===== config.mk =====
export PLATFORM = sky130hd
export DESIGN_NAME = ptm_period_timer
export DESIGN_NICKNAME = d
export VERILOG_FILES = /design/src/ptm_pkg.sv /design/src/ptm_period_timer.sv
export SDC_FILE = /design/constraint.sdc
export NUM_CORES = 1
export LEC_CHECK = 0
export BUFFER_PORTS_ARGS = -buffer_cell sky130_fd_sc_hd__buf_4
export CAP_MARGIN = 20
export CORE_UTILIZATION = 26
export DETAILED_ROUTE_END_ITERATION = 10
export GPL_TIMING_DRIVEN = 0
export SYNTH_ARGS = -nofsm -noshare
export SYNTH_HDL_FRONTEND = slang
export SYNTH_SLANG_ARGS = --single-unit

===== constraint.sdc =====
create_clock -name clk -period 2.4 [get_ports clk]
set_input_delay 0.36 -clock clk [delete_from_list [all_inputs] [get_ports clk]]
set_output_delay 0.36 -clock clk [all_outputs]
set_load 0.005 [all_outputs]

===== src/ptm_pkg.sv =====
/*
 * Constants for the 8-bit period timer: widths, reset values, mode encodings
 * and the instruction-clock divider.
 * Assumes it is compiled before any module that imports it.
 */
`default_nettype none

package ptm_pkg;

    // ==========================================================
    // Widths
    // ==========================================================
    localparam int COUNT_W = 8;
    localparam int PRE_W = 7;
    localparam int PS_SEL_W = 3;
    localparam int POST_W = 4;
    localparam int MODE_W = 5;

    // ==========================================================
    // Reset values
    // ==========================================================
    localparam logic [COUNT_W-1:0] COUNT_RST = 8'h00;
    localparam logic [COUNT_W-1:0] PERIOD_RST = 8'hFF;
    localparam logic [PRE_W-1:0] PRE_RST = 7'h00;
    localparam logic [POST_W-1:0] POST_RST = 4'h0;
    localparam logic [PS_SEL_W-1:0] PS_SEL_RST = 3'h0;

    // ==========================================================
    // Mode field layout and encodings
    // ==========================================================
    localparam int MODE_CLASS_HI = 4;
    localparam int MODE_CLASS_LO = 3;
    localparam int MODE_SUB_HI = 2;
    localparam logic [1:0] CLASS_FREE = 2'h0;
    localparam logic [1:0] CLASS_ONESHOT = 2'h1;
    localparam logic [1:0] CLASS_MONO = 2'h2;
    localparam logic [2:0] SUB_SOFT = 3'h0;
    localparam logic [2:0] SUB_GATE_HI = 3'h1;
    localparam logic [2:0] SUB_GATE_LO = 3'h2;
    localparam logic [2:0] SUB_ANY_RST = 3'h3;
    localparam logic [2:0] SUB_RISE_RST = 3'h4;
    localparam logic [2:0] SUB_FALL_RST = 3'h5;
    localparam logic [2:0] SUB_LOW_RST = 3'h6;
    localparam logic [2:0] SUB_HIGH_RST = 3'h7;

    // ==========================================================
    // Instruction clock is the system clock divided by four
    // ==========================================================
    localparam logic [1:0] INSTR_LAST = 2'h3;
    localparam logic [1:0] INSTR_STEP = 2'h1;

endpackage : ptm_pkg

`default_nettype wire

===== src/ptm_period_timer.sv =====
/*
 * 8-bit period timer with prescaler, postscaler, gate/reset/start modes.
 * Assumes all inputs are synchronous to clk; software writes arrive as
 * one-cycle strobes with data; the reset source vector comes from peers.
 */
// Function
// RQ1 - Count increments on each prescaler output tick while the gate is open and the timer runs.
// RQ2 - Count equal to period advances postscaler and returns count to zero.
// RQ3 - Prescaler divides by 1 to 128; postscaler divides by 1 to 16.
// RQ4 - Count and period are 8-bit, readable and writable by software.
// RQ5 - Reset clears count and loads period with all ones.
// RQ6 - Count write, control write, reset or external reset clear pre/postscaler.
// RQ7 - Control write leaves the count unchanged.
// RQ8 - Postscaler match gives a one timer-clock pulse, then clears postscaler.
// RQ9 - Gate modes hold the count while gate inactive, resume afterwards.
// RQ10 - Reset modes clear the count on the selected level or edge.
// RQ11 - One-shot match clears on bit and stops until on is cycled.
// RQ12 - One-shot ignores postscale selection; postscaler reset on restart.
// RQ13 - Monostable stops at match keeping on; external event restarts it.
// RQ14 - Postscaler match raises flag; enable bit gates it to the processor.
// RQ15 - Flag set on instruction clock; software clears it.
// RQ16 - Prescaler sync bit retimes prescaler output to instruction clock.
// RQ17 - Software sets prescaler sync only with a slow prescaler output.
// RQ18 - Control and status bits are timed by the instruction clock by default.
// RQ19 - Enable sync set: on bit retimed to the timer input clock.
// RQ20 - Enable sync clear: on bit retimed to the instruction clock.
// RQ21 - One external reset signal chosen by a source select starts/stops/resets.
// RQ22 - Five-bit mode: upper two bits class, lower three bits variant.
// RQ23 - External source spaces edges six and holds levels three timer clocks.
// RQ24 - Debug mode ignores all external trigger and reset inputs.
`default_nettype none

module ptm_period_timer
    import ptm_pkg::*;
#(
    parameter int RST_SRC_W = 4,
    parameter int RST_SRC_NUM = 16
) (
    input wire logic clk, // System clock.
    input wire logic rst_b, // Asynchronous active-low reset.
    input wire logic clkEn, // Freezes all state except the reset release synchronizer while low.
    input wire logic timerInputClock, // Selected timer input clock level.
    input wire logic [RST_SRC_NUM-1:0] externalResetSources, // Candidate reset signals.
    input wire logic [RST_SRC_W-1:0] resetSourceSelect, // Picks the external reset signal.
    input wire logic debugMode, // Processor in debug mode.
    input wire logic countWrite, // Strobe: load count.
    input wire logic [COUNT_W-1:0] countWriteData, // Count write data.
    input wire logic periodWrite, // Strobe: load period.
    input wire logic [COUNT_W-1:0] periodWriteData, // Period write data.
    input wire logic controlWrite, // Strobe: write timer control.
    input wire logic controlOn, // On bit value for a control write.
    input wire logic [PS_SEL_W-1:0] controlPrescale, // Prescale select, ratio 2**value.
    input wire logic [POST_W-1:0] controlPostscale, // Postscale select, ratio value+1.
    input wire logic [MODE_W-1:0] limitTimerMode, // Operating mode field.
    input wire logic prescalerSync, // Retime prescaler output to instruction clock.
    input wire logic enableSyncToTimerClock, // Retime on bit to timer input clock.
    input wire logic matchInterruptEnable, // Passes the flag to the processor.
    input wire logic flagClear, // Strobe: software clears the flag.
    output logic [COUNT_W-1:0] timerCount, // Current count.
    output logic [COUNT_W-1:0] periodValue, // Current period.
    output logic onBit, // Current on bit.
    output logic postscaledPulseOut, // One timer clock wide pulse.
    output logic interruptFlag, // Sticky match flag.
    output logic interruptRequest // Flag gated by the enable.
);

    // ==========================================================
    // Parameter checks
    // ==========================================================
    if (RST_SRC_W < 1 || RST_SRC_NUM < 1 || RST_SRC_NUM > (1 << RST_SRC_W)) begin : g_check
        $error("ptm_period_timer: reset source parameters out of range");
    end

    // ==========================================================
    // Reset release
    // ==========================================================
    logic [1:0] rstSync;
    logic rstLocal_b;

    always_ff @(posedge clk or negedge rst_b) begin
        if (!rst_b) begin
            rstSync <= 2'h0;
        end else begin
            rstSync <= {rstSync[0], 1'b1};
        end
    end
    assign rstLocal_b = rstSync[1];

    // ==========================================================
    // State
    // ==========================================================
    typedef struct packed {
        logic [1:0] div;
        logic tclkPrev;
        logic [PRE_W-1:0] pre;
        logic pscPend;
        logic onBit;
        logic onEff;
        logic running;
        logic ersPrev;
        logic [COUNT_W-1:0] count;
        logic [COUNT_W-1:0] period;
        logic [POST_W-1:0] post;
        logic pulse;
        logic flagPend;
        logic flag;
        logic [PS_SEL_W-1:0] ps;
        logic [POST_W-1:0] postscale_select;
    } ptm_state_t;

    localparam ptm_state_t STATE_RST = '{
        div: 2'h0, tclkPrev: 1'b0, pre: PRE_RST, pscPend: 1'b0, onBit: 1'b0, onEff: 1'b0,
        running: 1'b0, ersPrev: 1'b0, count: COUNT_RST, period: PERIOD_RST, post: POST_RST,
        pulse: 1'b0, flagPend: 1'b0, flag: 1'b0, ps: PS_SEL_RST, postscale_select: POST_RST};

    ptm_state_t s;
    ptm_state_t next_s;

    // Returns {start edge, reset event, gate open} for the mode.
    function automatic logic [2:0] decodeMode(input logic [1:0] cls, input logic [2:0] sub,
                                              input logic ers, input logic rise, input logic fall);
        logic st;
        logic rs;
        logic gt;
        st = 1'b0;
        rs = 1'b0;
        gt = 1'b0;
        case (cls)
            CLASS_FREE: begin
                gt = 1'b1;
                case (sub)
                    SUB_GATE_HI: gt = ers;
                    SUB_GATE_LO: gt = ~ers;
                    SUB_ANY_RST: rs = rise | fall;
                    SUB_RISE_RST: rs = rise;
                    SUB_FALL_RST: rs = fall;
                    SUB_LOW_RST: rs = ~ers;
                    SUB_HIGH_RST: rs = ers;
                    default: gt = 1'b1;
                endcase
            end
            CLASS_ONESHOT: begin
                gt = 1'b1;
                case (sub)
                    SUB_GATE_HI: st = rise;
                    SUB_GATE_LO: st = fall;
                    SUB_ANY_RST: st = rise | fall;
                    SUB_RISE_RST: begin
                        st = rise;
                        rs = rise;
                    end
                    SUB_FALL_RST: begin
                        st = fall;
                        rs = fall;
                    end
                    SUB_LOW_RST: begin
                        st = rise;
                        rs = ~ers;
                    end
                    SUB_HIGH_RST: begin
                        st = fall;
                        rs = ers;
                    end
                    default: st = 1'b0;
                endcase
            end
            CLASS_MONO: begin
                gt = (sub != SUB_SOFT) && (sub <= SUB_ANY_RST);
                st = ((sub == SUB_GATE_HI) & rise) | ((sub == SUB_GATE_LO) & fall)
                   | ((sub == SUB_ANY_RST) & (rise | fall));
            end
            default: gt = 1'b0;
        endcase
        return {st, rs, gt};
    endfunction

    // ==========================================================
    // Next state
    // ==========================================================
    logic instrTick;
    logic timerEdge;
    logic ers;
    logic ersRise;
    logic ersFall;
    logic [1:0] modeClass;
    logic [2:0] modeSub;
    logic startEv;
    logic resetEv;
    logic gateOpen;
    logic needStart;
    logic pscOut;
    logic tickFinal;
    logic tick;
    logic match;
    logic postHit;
    logic [PRE_W-1:0] preLast;
    logic [POST_W-1:0] postSel;

    always_comb begin
        next_s = s;
        instrTick = (s.div == INSTR_LAST);
        next_s.div = s.div + INSTR_STEP;
        timerEdge = timerInputClock & ~s.tclkPrev;
        next_s.tclkPrev = timerInputClock;
        ers = debugMode ? s.ersPrev : externalResetSources[resetSourceSelect]; // [RQ21] [RQ24]
        next_s.ersPrev = ers;
        ersRise = ers & ~s.ersPrev;
        ersFall = ~ers & s.ersPrev;
        modeClass = limitTimerMode[MODE_CLASS_HI:MODE_CLASS_LO]; // [RQ22]
        modeSub = limitTimerMode[MODE_SUB_HI:0];
        {startEv, resetEv, gateOpen} = decodeMode(modeClass, modeSub, ers, ersRise, ersFall);
        needStart = (modeClass != CLASS_FREE) && (modeSub != SUB_SOFT);

        // Prescaler counts input edges while enabled.
        preLast = PRE_W'((8'h01 << s.ps) - 8'h01); // [RQ3]
        pscOut = timerEdge & s.onEff & (s.pre == preLast);
        if (timerEdge && s.onEff) begin
            next_s.pre = pscOut ? PRE_RST : s.pre + 7'h01;
        end
        if (prescalerSync) begin
            tickFinal = s.pscPend & instrTick; // [RQ16]
            next_s.pscPend = pscOut | (s.pscPend & ~instrTick);
        end else begin
            tickFinal = pscOut;
            next_s.pscPend = 1'b0;
        end

        // The on bit reaches the counter through one of two retiming points.
        if (enableSyncToTimerClock ? timerEdge : instrTick) begin
            next_s.onEff = s.onBit; // [RQ19] [RQ20]
        end

        if (needStart && !s.onEff) begin
            next_s.running = 1'b0;
        end else if (needStart && startEv) begin
            next_s.running = 1'b1; // [RQ13]
        end

        tick = tickFinal & s.onEff & gateOpen & (s.running | ~needStart); // [RQ1] [RQ9]
        match = (s.count == s.period);
        postSel = (modeClass == CLASS_ONESHOT) ? POST_RST : s.postscale_select; // [RQ12]
        postHit = tick & match & (s.post == postSel);

        if (timerEdge) begin
            next_s.pulse = 1'b0;
        end
        if (tick) begin
            if (match) begin
                next_s.count = COUNT_RST; // [RQ2]
                next_s.post = postHit ? POST_RST : s.post + 4'h1; // [RQ8]
                next_s.pulse = postHit;
                if (modeClass == CLASS_ONESHOT) begin
                    next_s.onBit = 1'b0; // [RQ11]
                    // Stops at once; the retimed enable would otherwise count one more edge.
                    next_s.onEff = 1'b0;
                    next_s.running = 1'b0;
                end else if (modeClass == CLASS_MONO) begin
                    next_s.running = 1'b0;
                end
            end else begin
                next_s.count = s.count + 8'h01; // [RQ1]
            end
        end

        // The flag is set on the instruction clock; a new set beats a clear.
        if (flagClear) begin
            next_s.flag = 1'b0; // [RQ15]
        end
        if (instrTick && s.flagPend) begin
            next_s.flag = 1'b1; // [RQ14] [RQ15] [RQ18]
            next_s.flagPend = 1'b0;
        end
        if (postHit) begin
            next_s.flagPend = 1'b1;
        end

        if (resetEv) begin
            next_s.count = COUNT_RST; // [RQ10]
            next_s.pre = PRE_RST; // [RQ6]
            next_s.post = POST_RST;
            next_s.pscPend = 1'b0;
        end
        if (periodWrite) begin
            next_s.period = periodWriteData; // [RQ4]
        end
        if (controlWrite) begin
            next_s.onBit = controlOn;
            next_s.ps = controlPrescale;
            next_s.postscale_select = controlPostscale;
            next_s.pre = PRE_RST; // [RQ6] [RQ7]
            next_s.post = POST_RST; // [RQ12]
            next_s.pscPend = 1'b0;
        end
        if (countWrite) begin
            next_s.count = countWriteData; // [RQ4]
            next_s.pre = PRE_RST; // [RQ6]
            next_s.post = POST_RST;
            next_s.pscPend = 1'b0;
        end
    end

    always_ff @(posedge clk or negedge rstLocal_b) begin
        if (!rstLocal_b) begin
            s <= STATE_RST; // [RQ5] [RQ6]
        end else if (clkEn) begin
            s <= next_s;
        end
    end

    // ==========================================================
    // Outputs
    // ==========================================================
    assign timerCount = s.count;
    assign periodValue = s.period;
    assign onBit = s.onBit;
    assign postscaledPulseOut = s.pulse;
    assign interruptFlag = s.flag;
    assign interruptRequest = s.flag & matchInterruptEnable; // [RQ14]

    // ==========================================================
    // Checks
    // ==========================================================
    logic quiet;
    assign quiet = ~countWrite & ~controlWrite & ~resetEv;

    chk_count_step: assert property (@(posedge clk) disable iff (!rstLocal_b || !clkEn) // [RQ1]
        tick && !match && quiet |=> s.count == $past(s.count) + 8'h01)
        else $error("count did not step on a tick");
    chk_match_wrap: assert property (@(posedge clk) disable iff (!rstLocal_b || !clkEn) // [RQ2]
        tick && match && quiet |=> s.count == COUNT_RST)
        else $error("count did not wrap on period match");
    chk_control_keeps: assert property (@(posedge clk) disable iff (!rstLocal_b || !clkEn) // [RQ7]
        controlWrite && !countWrite && !tick && !resetEv |=> s.count == $past(s.count) && s.pre == PRE_RST)
        else $error("control write disturbed the count");
    chk_write_clears: assert property (@(posedge clk) disable iff (!rstLocal_b || !clkEn) // [RQ6]
        countWrite |=> s.pre == PRE_RST && s.post == POST_RST && s.count == $past(countWriteData))
        else $error("count write did not clear the scalers");
    chk_pulse_holds: assert property (@(posedge clk) disable iff (!rstLocal_b || !clkEn) // [RQ8]
        s.pulse && !timerEdge |=> s.pulse)
        else $error("pulse ended before the next timer clock");
    chk_pulse_ends: assert property (@(posedge clk) disable iff (!rstLocal_b || !clkEn) // [RQ8]
        s.pulse && timerEdge && !postHit |=> !s.pulse)
        else $error("pulse outlasted one timer clock");
    chk_gate_hold: assert property (@(posedge clk) disable iff (!rstLocal_b || !clkEn) // [RQ9]
        !gateOpen && quiet |=> s.count == $past(s.count))
        else $error("count moved with the gate closed");
    chk_reset_clears: assert property (@(posedge clk) disable iff (!rstLocal_b || !clkEn) // [RQ10]
        resetEv && !countWrite |=> s.count == COUNT_RST)
        else $error("external reset did not clear the count");
    chk_oneshot_stop: assert property (@(posedge clk) disable iff (!rstLocal_b || !clkEn) // [RQ11]
        tick && match && modeClass == CLASS_ONESHOT && !controlWrite |=> !s.onBit)
        else $error("one-shot kept its on bit after match");
    chk_mono_keeps_on: assert property (@(posedge clk) disable iff (!rstLocal_b || !clkEn) // [RQ13]
        tick && match && modeClass == CLASS_MONO && !controlWrite |=> s.onBit && !s.running)
        else $error("monostable stop misbehaved");
    chk_flag_latency: assert property (@(posedge clk) disable iff (!rstLocal_b || !clkEn) // [RQ15]
        postHit && !flagClear |-> ##[1:5] s.flag)
        else $error("flag not set within an instruction clock");
    chk_debug_ignore: assert property (@(posedge clk) disable iff (!rstLocal_b || !clkEn) // [RQ24]
        debugMode |-> !ersRise && !ersFall)
        else $error("external edge seen in debug mode");

    cov_period_pulse: cover property (@(posedge clk) disable iff (!rstLocal_b) postHit && modeClass == CLASS_FREE);
    cov_oneshot_done: cover property (@(posedge clk) disable iff (!rstLocal_b) $fell(s.onBit) && !controlWrite);
    cov_mono_restart: cover property (@(posedge clk) disable iff (!rstLocal_b) modeClass == CLASS_MONO && $rose(s.running));
    cov_ext_reset: cover property (@(posedge clk) disable iff (!rstLocal_b) resetEv && s.count != COUNT_RST);

endmodule // ptm_period_timer

`default_nettype wire


### Yosys cells after proc, flatten, opt, wreduce, memory -nomap -nowiden

Index checks and enable logic that the tools add are counted.
Widths: inputs -> output; s select.

| storage, ports and cells | value |
|---|---|
| register bits after elaboration | 47 |
| bits in latches | 0 |
| bits in writable memories | 0 |
| ROM bits | 0 |
| output and inout port bits | 20 |
| memories | 0 |

| operators by class | value |
|---|---|
| add/sub/neg operators | 5 |
| multiply operators | 0 |
| divide/modulo/power cells | 0 |
| $lt $le $gt $ge | 2 |
| eq/ne operators | 13 |
| shift-type cells | 1 |
| mux-type cells | 41 |
| bitwise operators | 26 |
| reduce and logical (&&, ||, !) cells | 29 |

Operators by type and width:

| operator | count |
|---|---|
| $mux 8 | 6 |
| $mux 4 | 5 |
| $and 1x1->1 | 16 |
| $mux 7 | 2 |
| $mux 1 | 13 |
| $eq 3x3->1 const B | 4 |
| $reduce_and 2->1 | 6 |
| $reduce_bool 2->1 | 6 |
| $reduce_bool 4->1 | 3 |
| $mux 5 | 2 |
| $mux 9 | 1 |
| $add 8x1->8 const B | 1 |
| $eq 8x8->1 | 1 |
| $add 7x1->7 const B | 1 |
| $eq 7x7->1 | 1 |
| $shl 1x3->7 const A | 1 |
| $sub 7x1->7 const B | 1 |
| $eq 3x2->1 const B | 2 |
| $logic_and 1x1->1 | 6 |
| $mux 3 | 2 |
| $pmux 1 s2 | 3 |
| $pmux 1 s3 | 2 |
| $reduce_bool 3->1 | 2 |
| $reduce_or 3->1 | 2 |
| other kinds (18) | 28 |

### Depth between registers and ports, before layout

Gate-level depths: netlist of the first run.

| logic depth | value |
|---|---|
| word-level depth | 18 |
| gate-level depth with buffers | 14 |
| depth with buffers taken out | 14 |

### Worst setup path after synthesis of the first run

Ideal clock, no wire load.

| timing | value |
|---|---|
| path type | input-to-reg |
| start point | in resetSourceSelect[1] |
| end point | reg s (netlist bit timerCount[0]) |
| library setup time | 0.125 ns |
| arrival time | 3.197 ns |
| required time | 2.275 ns |
| slack | -0.923 ns |
| cell stages on the path | 13 |
| buffers on the path | 1 |
| path through | mux4_1 -> o22ai_1 -> a211o_1 -> mux2i_2 -> ha_1 -> and4b_1 -> o221ai_1 -> a2111oi_0 -> a211o_1 -> a21oi_2 -> nand2b_1 -> buf_4 -> mux2_4 |

| on the way | value |
|---|---|
| cells in the longest elaborated chain, start to end | 10 |
| elaborated cells between the ends (all ways) | 18 |
| classes of those cells | mux (10); bitwise (6); reduce/logical (2) |

RTL lines:

| what | line | RTL |
|---|---|---|
| start: declaration | ptm_period_timer.sv:44 | `input wire logic [RST_SRC_W-1:0] resetSourceSelect,` |
| $bmux 1 s4 (*) | ptm_period_timer.sv:205 | `ers = debugMode ? s.ersPrev : externalResetSources[resetSourceSelect];` |
| $mux 1 (not written as such) (*) | ptm_period_timer.sv:205 |  |
| $mux 1 (*) | ptm_period_timer.sv:205 |  |
| via ers | ptm_period_timer.sv:182 | `logic ers;` |
| $not 1->1 | n/a |  |
| $and 1x1->1 or $pmux 1 s2 (tied branches) | ptm_period_timer.sv:208, ptm_period_timer.sv:131 |  |
| $or 1x1->1 or $pmux 1 s3 (tied branches) | ptm_period_timer.sv:134, ptm_period_timer.sv:128 |  |
| $pmux 1 s5 or $and 1x1->1 (tied branches) | ptm_period_timer.sv:131, ptm_period_timer.sv:239 |  |
| $pmux 1 s2 or $and 1x1->1 (tied branches) | ptm_period_timer.sv:128, ptm_period_timer.sv:239 |  |
| $reduce_bool 3->1 (no line) or $mux 8 (tied branches) | n/a |  |
| $reduce_and 2->1 (no line) or $mux 8 (tied branches) | n/a |  |
| end signal: assignment | ptm_period_timer.sv:306 | `s <= next_s;` |
| end: declaration | ptm_period_timer.sv:116 | `ptm_state_t s;` |

Mark *: on every way through the listed nets, which the timed path passes. The rest lies on a longest branch. The select of a mux whose other input is x is not followed.
A chain may end at the register's enable or synchronous reset.

### Final worst setup path of the first run

| timing | value |
|---|---|
| start point | in resetSourceSelect[1] |
| end point | reg s (netlist bit timerCount[1]) |

The elaborated chain is that of the path after synthesis.

==> metrics, run 1 <==
vias in the first global route 2971; clk sinks 47; Max Slew Vio Count 0; layout cell share with drive strength beyond 1 a little over two fifths; commonest cells in the netlist o21ai_0, dfrtp_1, mux2_2; Starting Density between 20% and 30%; Max-cap violations 0; clock-pin slew on the worst setup and hold paths 60 ps; Die W 113 um; Core Box Area 12000 sq um; die height 113 um; multi-input logic area slightly above 2000 sq um; clock root cell clkbuf_16; internal power ~1.9 mW; Remaining Overflow, GRT 0; Post-synth EDFFs 0; first-pass GRT wire length 14.3 mm; failing checks negative setup slack; vias per cell 5.15; final cycle utilization of the critical path 130%; Num CTS Buffers 5; synthesized area per cell 9.56 sq um; Clk network pwr share between 20% and 30%; Hold Path Class reg -> async; Synth area leaders dfrtp_1, mux2_2, dfstp_2, o21ai_0, buf_4; row cnt 40; sw frac 30.0%; residual DRC count 0; crit end category register; WHS about 180 ps; design area 4530 sq um; drt wl/cell 15.4 um; RSZ-0062 raised after global routing true; DIE AREA 12800 sq um; H-tree Lvls 2; maximum clock rate 321 MHz; drt first pass iters 4; CTS tree done; Placement Setup Slack -1310 ps; power share of the combinational group 32.6%; count leader, synth o21ai_0; clock buffer depth 2; crit-path cells buf_8 -> mux4_2 -> o22ai_4 -> a211o_1 -> mux2i_4 -> ha_4 -> and4b_1 -> o22ai_2 -> nor3_2 -> a211o_1 -> a21oi_4 -> nand2b_4 -> mux2_4; clock latency on the worst-skew pair 290 ps; placed wire-length estimate 6.51 mm; Worst Path Class, Setup in -> reg; number of antenna violations at the first check in global routing 0; Vias between 3000 and 4000; Final Setup Violations 22; Max stage delay on crit path around 540 ps; clk_skew 4.79 ps; layout net count approximately 500; Critical Path RT between 2000 and 3000 ps; Post-DP Area 4060 sq um; R2R Setup Slk -340 ps; final worst slack -712 ps; setup TNS -12790 ps; First DRT Iteration DRCs ~130; Synth async-reset ratio 100%; outcome finished, violations left; Final ANT Viol Nets 0; worst-margin pin slew 609 ps; Synth Instances 336; largest net degree at the start of global routing 33; Cell Area, Synth 3210 sq um; final hold violations 0; peak supply drop 276 uV; sequential area share after synthesis a little under two fifths; Pwr per Cell Area 586 nW/um^2; FF/Latch Area 1190 sq um; Synth top area share between 30 and 40%; largest area contributor in the netlist dfrtp_1; Leak 1.92 nW; Mapped Nets 407; gpl congestion 0.856; Unique masters post-synth 59; Slowest-stage cell, CP mux4_2; Area Growth Syn to Fin 41.2%; crit start category input pin; I/O Buffers ~80; synthesis-stage register bit count 47; ys flop type dfrtp_1; gr usage total about 14%; Rel. slew slack between 50% and 60%; Fillers 1207; CP dominant cell by count a211o_1; Reg power frac ~40%; Tmin final 3110 ps; I/O Pins between 80 and 90; crit-path max FO 4; net switching power ~800 uW; diodes inserted 0; WL final 9.00 mm; Power Total 2.66 mW; crit path DAT about 3300 ps; Ys Warns 0
## path summary, 6_finish.rpt
check | cells past startpoint | startpoint | endpoint
worst max-delay path | 13 | resetSourceSelect[1] | timerCount[1]$_DFFE_PN0P_
worst min-delay path | 0 | rstSync[1]$_DFF_PN0_ | timerCount[7]$_DFFE_PN0P_
worst max register to register | 11 | s[30]$_DFFE_PN0P_ | timerCount[1]$_DFFE_PN0P_
worst min register to register | 0 | rstSync[1]$_DFF_PN0_ | timerCount[7]$_DFFE_PN0P_
max in group asynchronous | 1 | rstSync[1]$_DFF_PN0_ | periodValue[6]$_DFFE_PN1P_
min in group clk | 2 | controlPrescale[2] | s[6]$_DFFE_PN0P_
## flip-flops by register name, indices dropped and copies added, names as in the netlist
register	count
onBit	1
postscaledPulseOut	1
interruptFlag	1
s	26
rstSync	2
timerCount	8
periodValue	8
## critical path, delay by kind of cell
kind	cells	cell delay, ps
buffers and inverters	1	80
and+or+nand+nor	3	490
muxes	3	950
AOI/OAI and AO/OA	5	1110
adders and majority gates	1	280
## cells in the final DEF, fill, tap and decap left out, types with 4 or more instances in the layout
| cell | netlist | routed |
|---|---|---|
| nand3_1 | 6 | 5 |
| mux2_4 | 2 | 4 |
| and3_1 | 9 | 9 |
| mux2_2 | 23 | 21 |
| inv_1 | 22 | 22 |
| xnor2_1 | 11 | 11 |
| nor3b_1 | 4 | 4 |
| o21ai_1 | 0 | 15 |
| dfstp_2 | 8 | 8 |
| o21ai_2 | 0 | 5 |
| dfrtp_1 | 39 | 38 |
| o22ai_2 | 0 | 7 |
| ha_1 | 10 | 8 |
| buf_4 | 17 | 105 |
| clkbuf_16 | 0 | 5 |
| nand2b_1 | 7 | 5 |
| clkbuf_1 | 6 | 7 |
| nor2_1 | 15 | 13 |
| a21oi_1 | 7 | 7 |
| a32oi_1 | 7 | 7 |
| nor2b_1 | 4 | 4 |
| nand2_1 | 21 | 21 |
| o21ai_0 | 40 | 19 |
## power groups by stage
stage | logic [mW] | registers (mW) | clock network, mW
after global routing | 0.954 | 1.08 | 0.785
final | 0.867 | 1.06 | 0.735
after CTS | 0.844 | 1.06 | 0.752
after global placement | 0.733 | 1.08 | 0
after floorplan | 0.491 | 1.03 | 0
after detailed placement | 0.765 | 1.07 | 0
## final cells by class
type	count	area share [%]
multi-input combinational	241	44.7
sequential	47	26.2
timing repair buffer	94	16.2
tap	147	4.06
buffer	25	3.56
clock buffer	8	3.45
inverter	22	1.82
## metrics by stage
| step | utilization (%) | cells |
|---|---|---|
| finish | 37.8 | 584 |
| detailed placement | 33.8 | 562 |
| global placement | 33.6 | 561 |
| global route | 37.8 | 584 |
| floorplan | - | 336 |
| CTS | 37.2 | 581 |
## metal layers
metal  global-route usage [%]  vias to the layer above  share of wire [%]
li1                         -                     1428                  -
met1                     17.0                     1493                 43
met2                     24.6                       75                 50
met3                     2.62                       14                4.6
met4                     4.91                        0                2.5
met5                        0                        -                  0
## logic make-up (layout without fill, tap and decap cells)
logic type | Yosys count | in the layout | share of synthesized area [%]
flip-flops | 47 | 47 | 36.9
AND/OR/NAND/NOR | 90 | 90 | 16.1
adder cells (fa/ha/maj) | 10 | 10 | 3.90
AO/OA/AOI/OAI | 99 | 99 | 20.3
buffers and inverters | 48 | 149 | 7.64
multiplexers | 29 | 29 | 11.8
XOR/XNOR | 12 | 12 | 3.27
other | 1 | 1 | 0.117
## timing repair
item                       4_1_cts  5_1_grt
buffers inserted                10        4
gates cloned                     1        0
hold endpoints to repair         2        0
hold buffers                     1        0
pin swaps                       11        2
setup endpoints to repair       23       23
resized for setup               42       17
No activity file was read; power rests on OpenSTA's default activity.
==> run 2, diff against run 1 <==
--- a/config.mk
+++ b/config.mk
@@ -7,9 +7,10 @@
 export LEC_CHECK = 0
 export BUFFER_PORTS_ARGS = -buffer_cell sky130_fd_sc_hd__buf_4
 export CAP_MARGIN = 20
-export CORE_UTILIZATION = 26
+export CORE_UTILIZATION = 58
 export DETAILED_ROUTE_END_ITERATION = 10
 export GPL_TIMING_DRIVEN = 0
+export PLACE_DENSITY = 0.86
 export SYNTH_ARGS = -nofsm -noshare
 export SYNTH_HDL_FRONTEND = slang
 export SYNTH_SLANG_ARGS = --single-unit
==> metrics, run 2 (synthesis results as in run 1) <==
Max Slew Vio Count 0 (unchanged); number of antenna violations at the first check in global routing 0 (unchanged); design area 4380 sq um (was 4530 sq um); crit start category input pin (unchanged); RSZ-0062 raised after global routing true (unchanged); WHS 190 ps (was 180 ps); H-tree Lvls 2 (unchanged); clk sinks 47 (unchanged); outcome finished, violations left (unchanged); WL final 9.31 mm (was 9.00 mm); Post-DP Area 3960 sq um (was 4060 sq um); crit-path max FO 5 (was 4); First DRT Iteration DRCs 252 (was 132); CTS tree done (unchanged); largest net degree at the start of global routing 31 (was 33); Die W 76.4 um (was 113 um); Core Box Area 5200 sq um (was 12000 sq um); die height 76.4 um (was 113 um); clk_skew 8.37 ps (was 4.79 ps); first-pass GRT wire length 14.5 mm (was 14.3 mm); failing checks negative setup slack (unchanged); Pwr per Cell Area 553 nW/um^2 (was 586 nW/um^2); clock root cell clkbuf_8 (was clkbuf_16); most common cell after layout, fill and taps aside buf_4 (unchanged); peak supply drop 448 uV (was 276 uV); diodes inserted 0 (unchanged); drt wl/cell 18.3 um (was 15.4 um); clock-pin slew on the worst setup and hold paths 90 ps (was 60 ps); Fillers 312 (was 1207); Hold Path Class reg -> async (unchanged); vias per cell 6.24 (was 5.15); maximum clock rate 306 MHz (was 321 MHz); FF/Latch Area 1190 sq um (unchanged); gr usage total 31.5% (was 14.0%); Starting Density 61.7% (was 26.7%); placed wire-length estimate 6.40 mm (was 6.51 mm); gpl congestion 0.890 (was 0.856); layout net count 510 (was 507); residual DRC count 0 (unchanged); Vias 3184 (was 3010); final cycle utilization of the critical path 136% (was 130%); Final Setup Violations 21 (was 22); setup TNS -15810 ps (was -12790 ps); Tmin final 3270 ps (was 3110 ps); Rel. slew slack 49.4% (was 59.4%); final worst slack -869 ps (was -712 ps); vias in the first global route 3108 (was 2971); drt first pass iters 6 (was 4); Area Growth Syn to Fin 36.4% (was 41.2%); Leak 1.90 nW (was 1.92 nW); R2R Setup Slk -470 ps (was -340 ps); Final ANT Viol Nets 0 (unchanged); final hold violations 0 (unchanged); final core utilization 84.2% (was 37.8%); Critical Path RT 2640 ps (was 2570 ps); row cnt 26 (was 40); Num CTS Buffers 5 (unchanged); clock buffer depth 2 (unchanged); crit end category register (unchanged); Max-cap violations 0 (unchanged); worst-margin pin slew 759 ps (was 609 ps); multi-input logic area 2020 sq um (was 2030 sq um); Placement Setup Slack -1280 ps (was -1310 ps); Worst Path Class, Setup in -> reg (unchanged); I/O Pins 81 (unchanged); Remaining Overflow, GRT 0 (unchanged); crit path DAT 3510 ps (was 3280 ps); I/O Buffers 78 (unchanged); DIE AREA 5840 sq um (was 12800 sq um); layout cell share with drive strength beyond 1 43.9% (was 43.5%); Top reg by flops s (unchanged); clock latency on the worst-skew pair 310 ps (was 290 ps); Largest register FFs 26 (unchanged); most frequent cells in the layout buf_4, dfrtp_1, o21ai_0 (was buf_4, dfrtp_1, inv_1)
-- run 2: cell count changes in the layout (fill, tap and decap cells not counted), moves of 2 or more --
cell	previous run	this run
o21ai_0	19	33
o21ai_1	15	6
clkbuf_16	5	0
o21ai_2	5	1
clkbuf_8	2	5
o22ai_1	3	0
o22ai_2	7	10
buf_4	105	107
-- run 2: power by group --
group | switching [mW] | total, mW | internal (mW)
combinational | 0.378 | 0.879 | 0.501
sequential | 0.147 | 1.06 | 0.917
clock | 0.278 | 0.482 | 0.204
-- run 2: metal layers --
layer	vias up	share of wire (%)	track usage, %
li1	1432	-	-
met1	1537	38	38.5
met2	181	52	54.8
met3	34	7.1	5.99
met4	0	2.8	12.1
met5	-	0	0
-- run 2: timing repair --
item	CTS	global route
buffers inserted	12	5
gates resized for setup	23	19
pin swaps	9	6
hold endpoints to repair	2	0
hold buffers	1	0
endpoints found under the setup margin	23	25
-- run 2: final timing paths --
kind | from | end | cells after the start
setup reg to reg | s[30]$_DFFE_PN0P_ | s[13]$_DFFE_PN0P_ | 11
setup / recovery | resetSourceSelect[2] | s[13]$_DFFE_PN0P_ | 13
hold reg to reg | rstSync[1]$_DFF_PN0_ | postscaledPulseOut$_DFFE_PN0P_ | 0
max in group asynchronous | rstSync[1]$_DFF_PN0_ | periodValue[5]$_DFFE_PN1P_ | 1
hold / removal | rstSync[1]$_DFF_PN0_ | postscaledPulseOut$_DFFE_PN0P_ | 0
min in group clk | periodWriteData[2] | periodValue[2]$_DFFE_PN1P_ | 2
-- run 2: final cells by class --
cell class | count | area share (%)
Timing Repair Buffer | 97 | 17.4
Clock buffer | 6 | 1.66
Multi-Input combinational cell | 241 | 46.0
Clock inverter | 2 | 0.286
Sequential cell | 47 | 27.1
Buffer | 25 | 3.68
Inverter | 22 | 1.88
Tap cell | 70 | 2.00
-- run 2: stage by stage --
step,std cells,power (mW)
floorplan,336,1.52
global placement,484,1.79
detailed placement,485,1.84
CTS,505,2.36
global route,510,2.54
finish,510,2.42
-- run 2: critical path: stages --
cell      delay, ps
buf_6           100
mux4_2          540
o22ai_4         150
a211o_1         180
mux2i_2         110
ha_1            320
and4b_2         260
o22ai_2         200
o21bai_1        160
a211oi_2        330
nand2b_1        260
nor4_1          370
a211o_1         160
==> run 3, diff against run 2 <==
--- a/config.mk
+++ b/config.mk
@@ -7,10 +7,13 @@
 export LEC_CHECK = 0
 export BUFFER_PORTS_ARGS = -buffer_cell sky130_fd_sc_hd__buf_4
 export CAP_MARGIN = 20
-export CORE_UTILIZATION = 58
+export CELL_PAD_IN_SITES_DETAIL_PLACEMENT = 2
+export CELL_PAD_IN_SITES_GLOBAL_PLACEMENT = 2
+export CORE_UTILIZATION = 35
 export DETAILED_ROUTE_END_ITERATION = 10
 export GPL_TIMING_DRIVEN = 0
-export PLACE_DENSITY = 0.86
+export PLACE_DENSITY_LB_ADDON = 0.1
+export RECOVER_POWER = 25
 export SYNTH_ARGS = -nofsm -noshare
 export SYNTH_HDL_FRONTEND = slang
 export SYNTH_SLANG_ARGS = --single-unit
==> metrics, run 3 (synthesis results as in run 1) <==
Starting Density 36.5% (was 61.7%); Leak 1.92 nW (was 1.90 nW); crit path DAT 3340 ps (was 3510 ps); internal power 1.74 mW (was 1.62 mW); I/O Buffers 78 (unchanged); Max stage delay on crit path 500 ps (was 540 ps); largest net degree at the start of global routing 36 (was 31); Worst Reg2Reg Path Length in Cells 10 (was 11); Critical Path RT 2590 ps (was 2640 ps); vias per cell 5.62 (was 6.24); Vias 3081 (was 3184); DIE AREA 9560 sq um (was 5840 sq um); delay-heaviest family, CP compound AO/OA/AOI/OAI gates (unchanged); crit path buf inv count 1 (unchanged); clock root cell clkbuf_8 (unchanged); clock-pin slew on the worst setup and hold paths 100 ps (was 90 ps); clk sinks 47 (unchanged); Hold Path Class reg -> async (unchanged); First DRT Iteration DRCs 110 (was 252); final cycle utilization of the critical path 132% (was 136%); clock buffer depth 2 (unchanged); H-tree Lvls 2 (unchanged); outcome finished, violations left (unchanged); most common cell after layout, fill and taps aside buf_4 (unchanged); drt wl/cell 20.7 um (was 18.3 um); R2R Setup Slk -420 ps (was -470 ps); Largest register FFs 26 (unchanged); Clk network pwr share 22.9% (was 19.9%); Reg2Reg Capture Point timerCount[1]$_DFFE_PN0P_ (was s[13]$_DFFE_PN0P_); peak supply drop 311 uV (was 448 uV); Area Growth Syn to Fin 40.5% (was 36.4%); placed wire-length estimate 7.88 mm (was 6.40 mm); final hold violations 0 (unchanged); clock latency on the worst-skew pair 310 ps (about the same); Post-Layout Cell Count 548 (was 510); crit-path cells buf_8 -> mux4_2 -> o22ai_2 -> a211o_1 -> mux2i_4 -> ha_4 -> and4b_1 -> o221ai_2 -> a2111oi_4 -> a211o_1 -> nor2_4 -> a22o_1 -> mux2_4 (was buf_6 -> mux4_2 -> o22ai_4 -> a211o_1 -> mux2i_2 -> ha_1 -> and4b_2 -> o22ai_2 -> o21bai_1 -> a211oi_2 -> nand2b_1 -> nor4_1 -> a211o_1); residual DRC count 10 (was 0); vias in the first global route 3605 (was 3108); final worst slack -758 ps (was -869 ps); Worst Path Class, Setup in -> reg (unchanged); CP dominant cell by count a211o_1 (unchanged); most frequent cells in the layout buf_4, dfrtp_1, inv_1 (was buf_4, dfrtp_1, o21ai_0); gpl congestion 0.762 (was 0.890); Levels on crit path 13 (unchanged); failing checks design-rule violations, negative setup slack (was negative setup slack); placed insts 523 (was 485); RR Startpoint s[30]$_DFFE_PN0P_ (unchanged); worst-margin pin slew 917 ps (was 759 ps); crit end category register (unchanged); layout net count 510 (unchanged); sw frac 33.3% (was 33.1%); CTS tree done (unchanged); Post-DP Area 4010 sq um (was 3960 sq um); layout cell share with drive strength beyond 1 45.7% (was 43.9%); die height 97.8 um (was 76.4 um); WL final 11.3 mm (was 9.31 mm); power share of the combinational group 36.0% (was 36.2%); crit start category input pin (unchanged); number of antenna violations at the first check in global routing 0 (unchanged); maximum clock rate 317 MHz (was 306 MHz); Max Slew Vio Count 0 (unchanged); Die W 97.8 um (was 76.4 um); RSZ-0062 raised after global routing true (unchanged); Num CTS Buffers 5 (unchanged); row cnt 34 (was 26); drt first pass iters 7 (was 6); Tmin final 3160 ps (was 3270 ps); Final ANT Viol Nets 0 (unchanged); Remaining Overflow, GRT 0 (unchanged); crit-path max FO 7 (was 5); clk_skew 12.7 ps (was 8.37 ps); Core Box Area 8810 sq um (was 5200 sq um); Top reg by flops s (unchanged); I/O Pins 81 (unchanged); diodes inserted 0 (unchanged); Rel. slew slack 38.9% (was 49.4%); net switching power 869 uW (was 802 uW); Slowest-stage cell, CP mux4_2 (unchanged); gr usage total 24.3% (was 31.5%); Pwr per Cell Area 578 nW/um^2 (was 553 nW/um^2); Final Setup Violations 23 (was 21); design area 4510 sq um (was 4380 sq um); Max-cap violations 0 (unchanged); first-pass GRT wire length 18.6 mm (was 14.5 mm); Reg power frac 41.1% (was 43.9%)
[run 3: stage by stage]
stage	TNS, ps	power (mW)	utilization (%)	hold slack (ps)	worst slack (ps)
after floorplan	-11010	1.52	-	64.4	-763
after global placement	-25910	1.82	45.3	143	-1400
after detailed placement	-28790	1.88	45.5	144	-1530
after CTS	-13770	2.55	49.7	148	-775
after global routing	-16870	2.76	51.2	250	-898
final	-13550	2.61	51.2	184	-758
[run 3: worst max path at each step]
stage / startpoint / to
after floorplan: resetSourceSelect[1] / timerCount[0]$_DFFE_PN0P_
after global placement: resetSourceSelect[1] / s[10]$_DFFE_PN0P_
after detailed placement: resetSourceSelect[1] / s[10]$_DFFE_PN0P_
after CTS: resetSourceSelect[1] / timerCount[1]$_DFFE_PN0P_
after global routing: resetSourceSelect[1] / timerCount[1]$_DFFE_PN0P_
final: resetSourceSelect[1] / timerCount[1]$_DFFE_PN0P_
[run 3: metal layers]
metal	routed length, um	GRT usage [%]	part of all wire, %	up-vias
met5	0	0	0	-
met4	166	6.99	1.5	0
met3	312	2.93	2.8	13
met2	6070	43.9	54	61
met1	4780	30.5	42	1578
li1	-	-	-	1429
[run 3: area by class of cell]
cell class                      count  area, sq um
Tap cell                          108          135
Multi-Input combinational cell    241         2080
Timing Repair Buffer               97          754
Buffer                             25          165
Inverter                           22         82.6
Clock inverter                      1         30.0
Fill cell                         932         4290
Clock buffer                        7         76.3
Sequential cell                    47         1190
[run 3: worst register-to-register path, stage by stage, from the launching register on]
cell and delay, ps:
dfrtp_1 430, inv_1 140, mux2i_4 260, ha_4 250, and4b_1 300, o221ai_2 140, a2111oi_4 340, a211o_1 260
nor2_4 90, a22o_1 220, mux2_4 270
[run 3: what timing repair did]
item | in CTS | in global routing
hold buffers | 1 | 0
setup buffers | 12 | 7
setup endpoints to repair | 25 | 25
pin swaps | 13 | 13
hold endpoints to repair | 2 | 0
resized for setup | 34 | 40
[run 3: power by group through the flow]
stage | clock network, mW | registers (mW) | logic, mW
2_1_floorplan | 0 | 1.03 | 0.491
3_3_place_gp | 0 | 1.08 | 0.742
3_5_place_dp | 0 | 1.08 | 0.801
4_1_cts | 0.612 | 1.06 | 0.876
5_1_grt | 0.641 | 1.09 | 1.02
6_report | 0.598 | 1.07 | 0.939
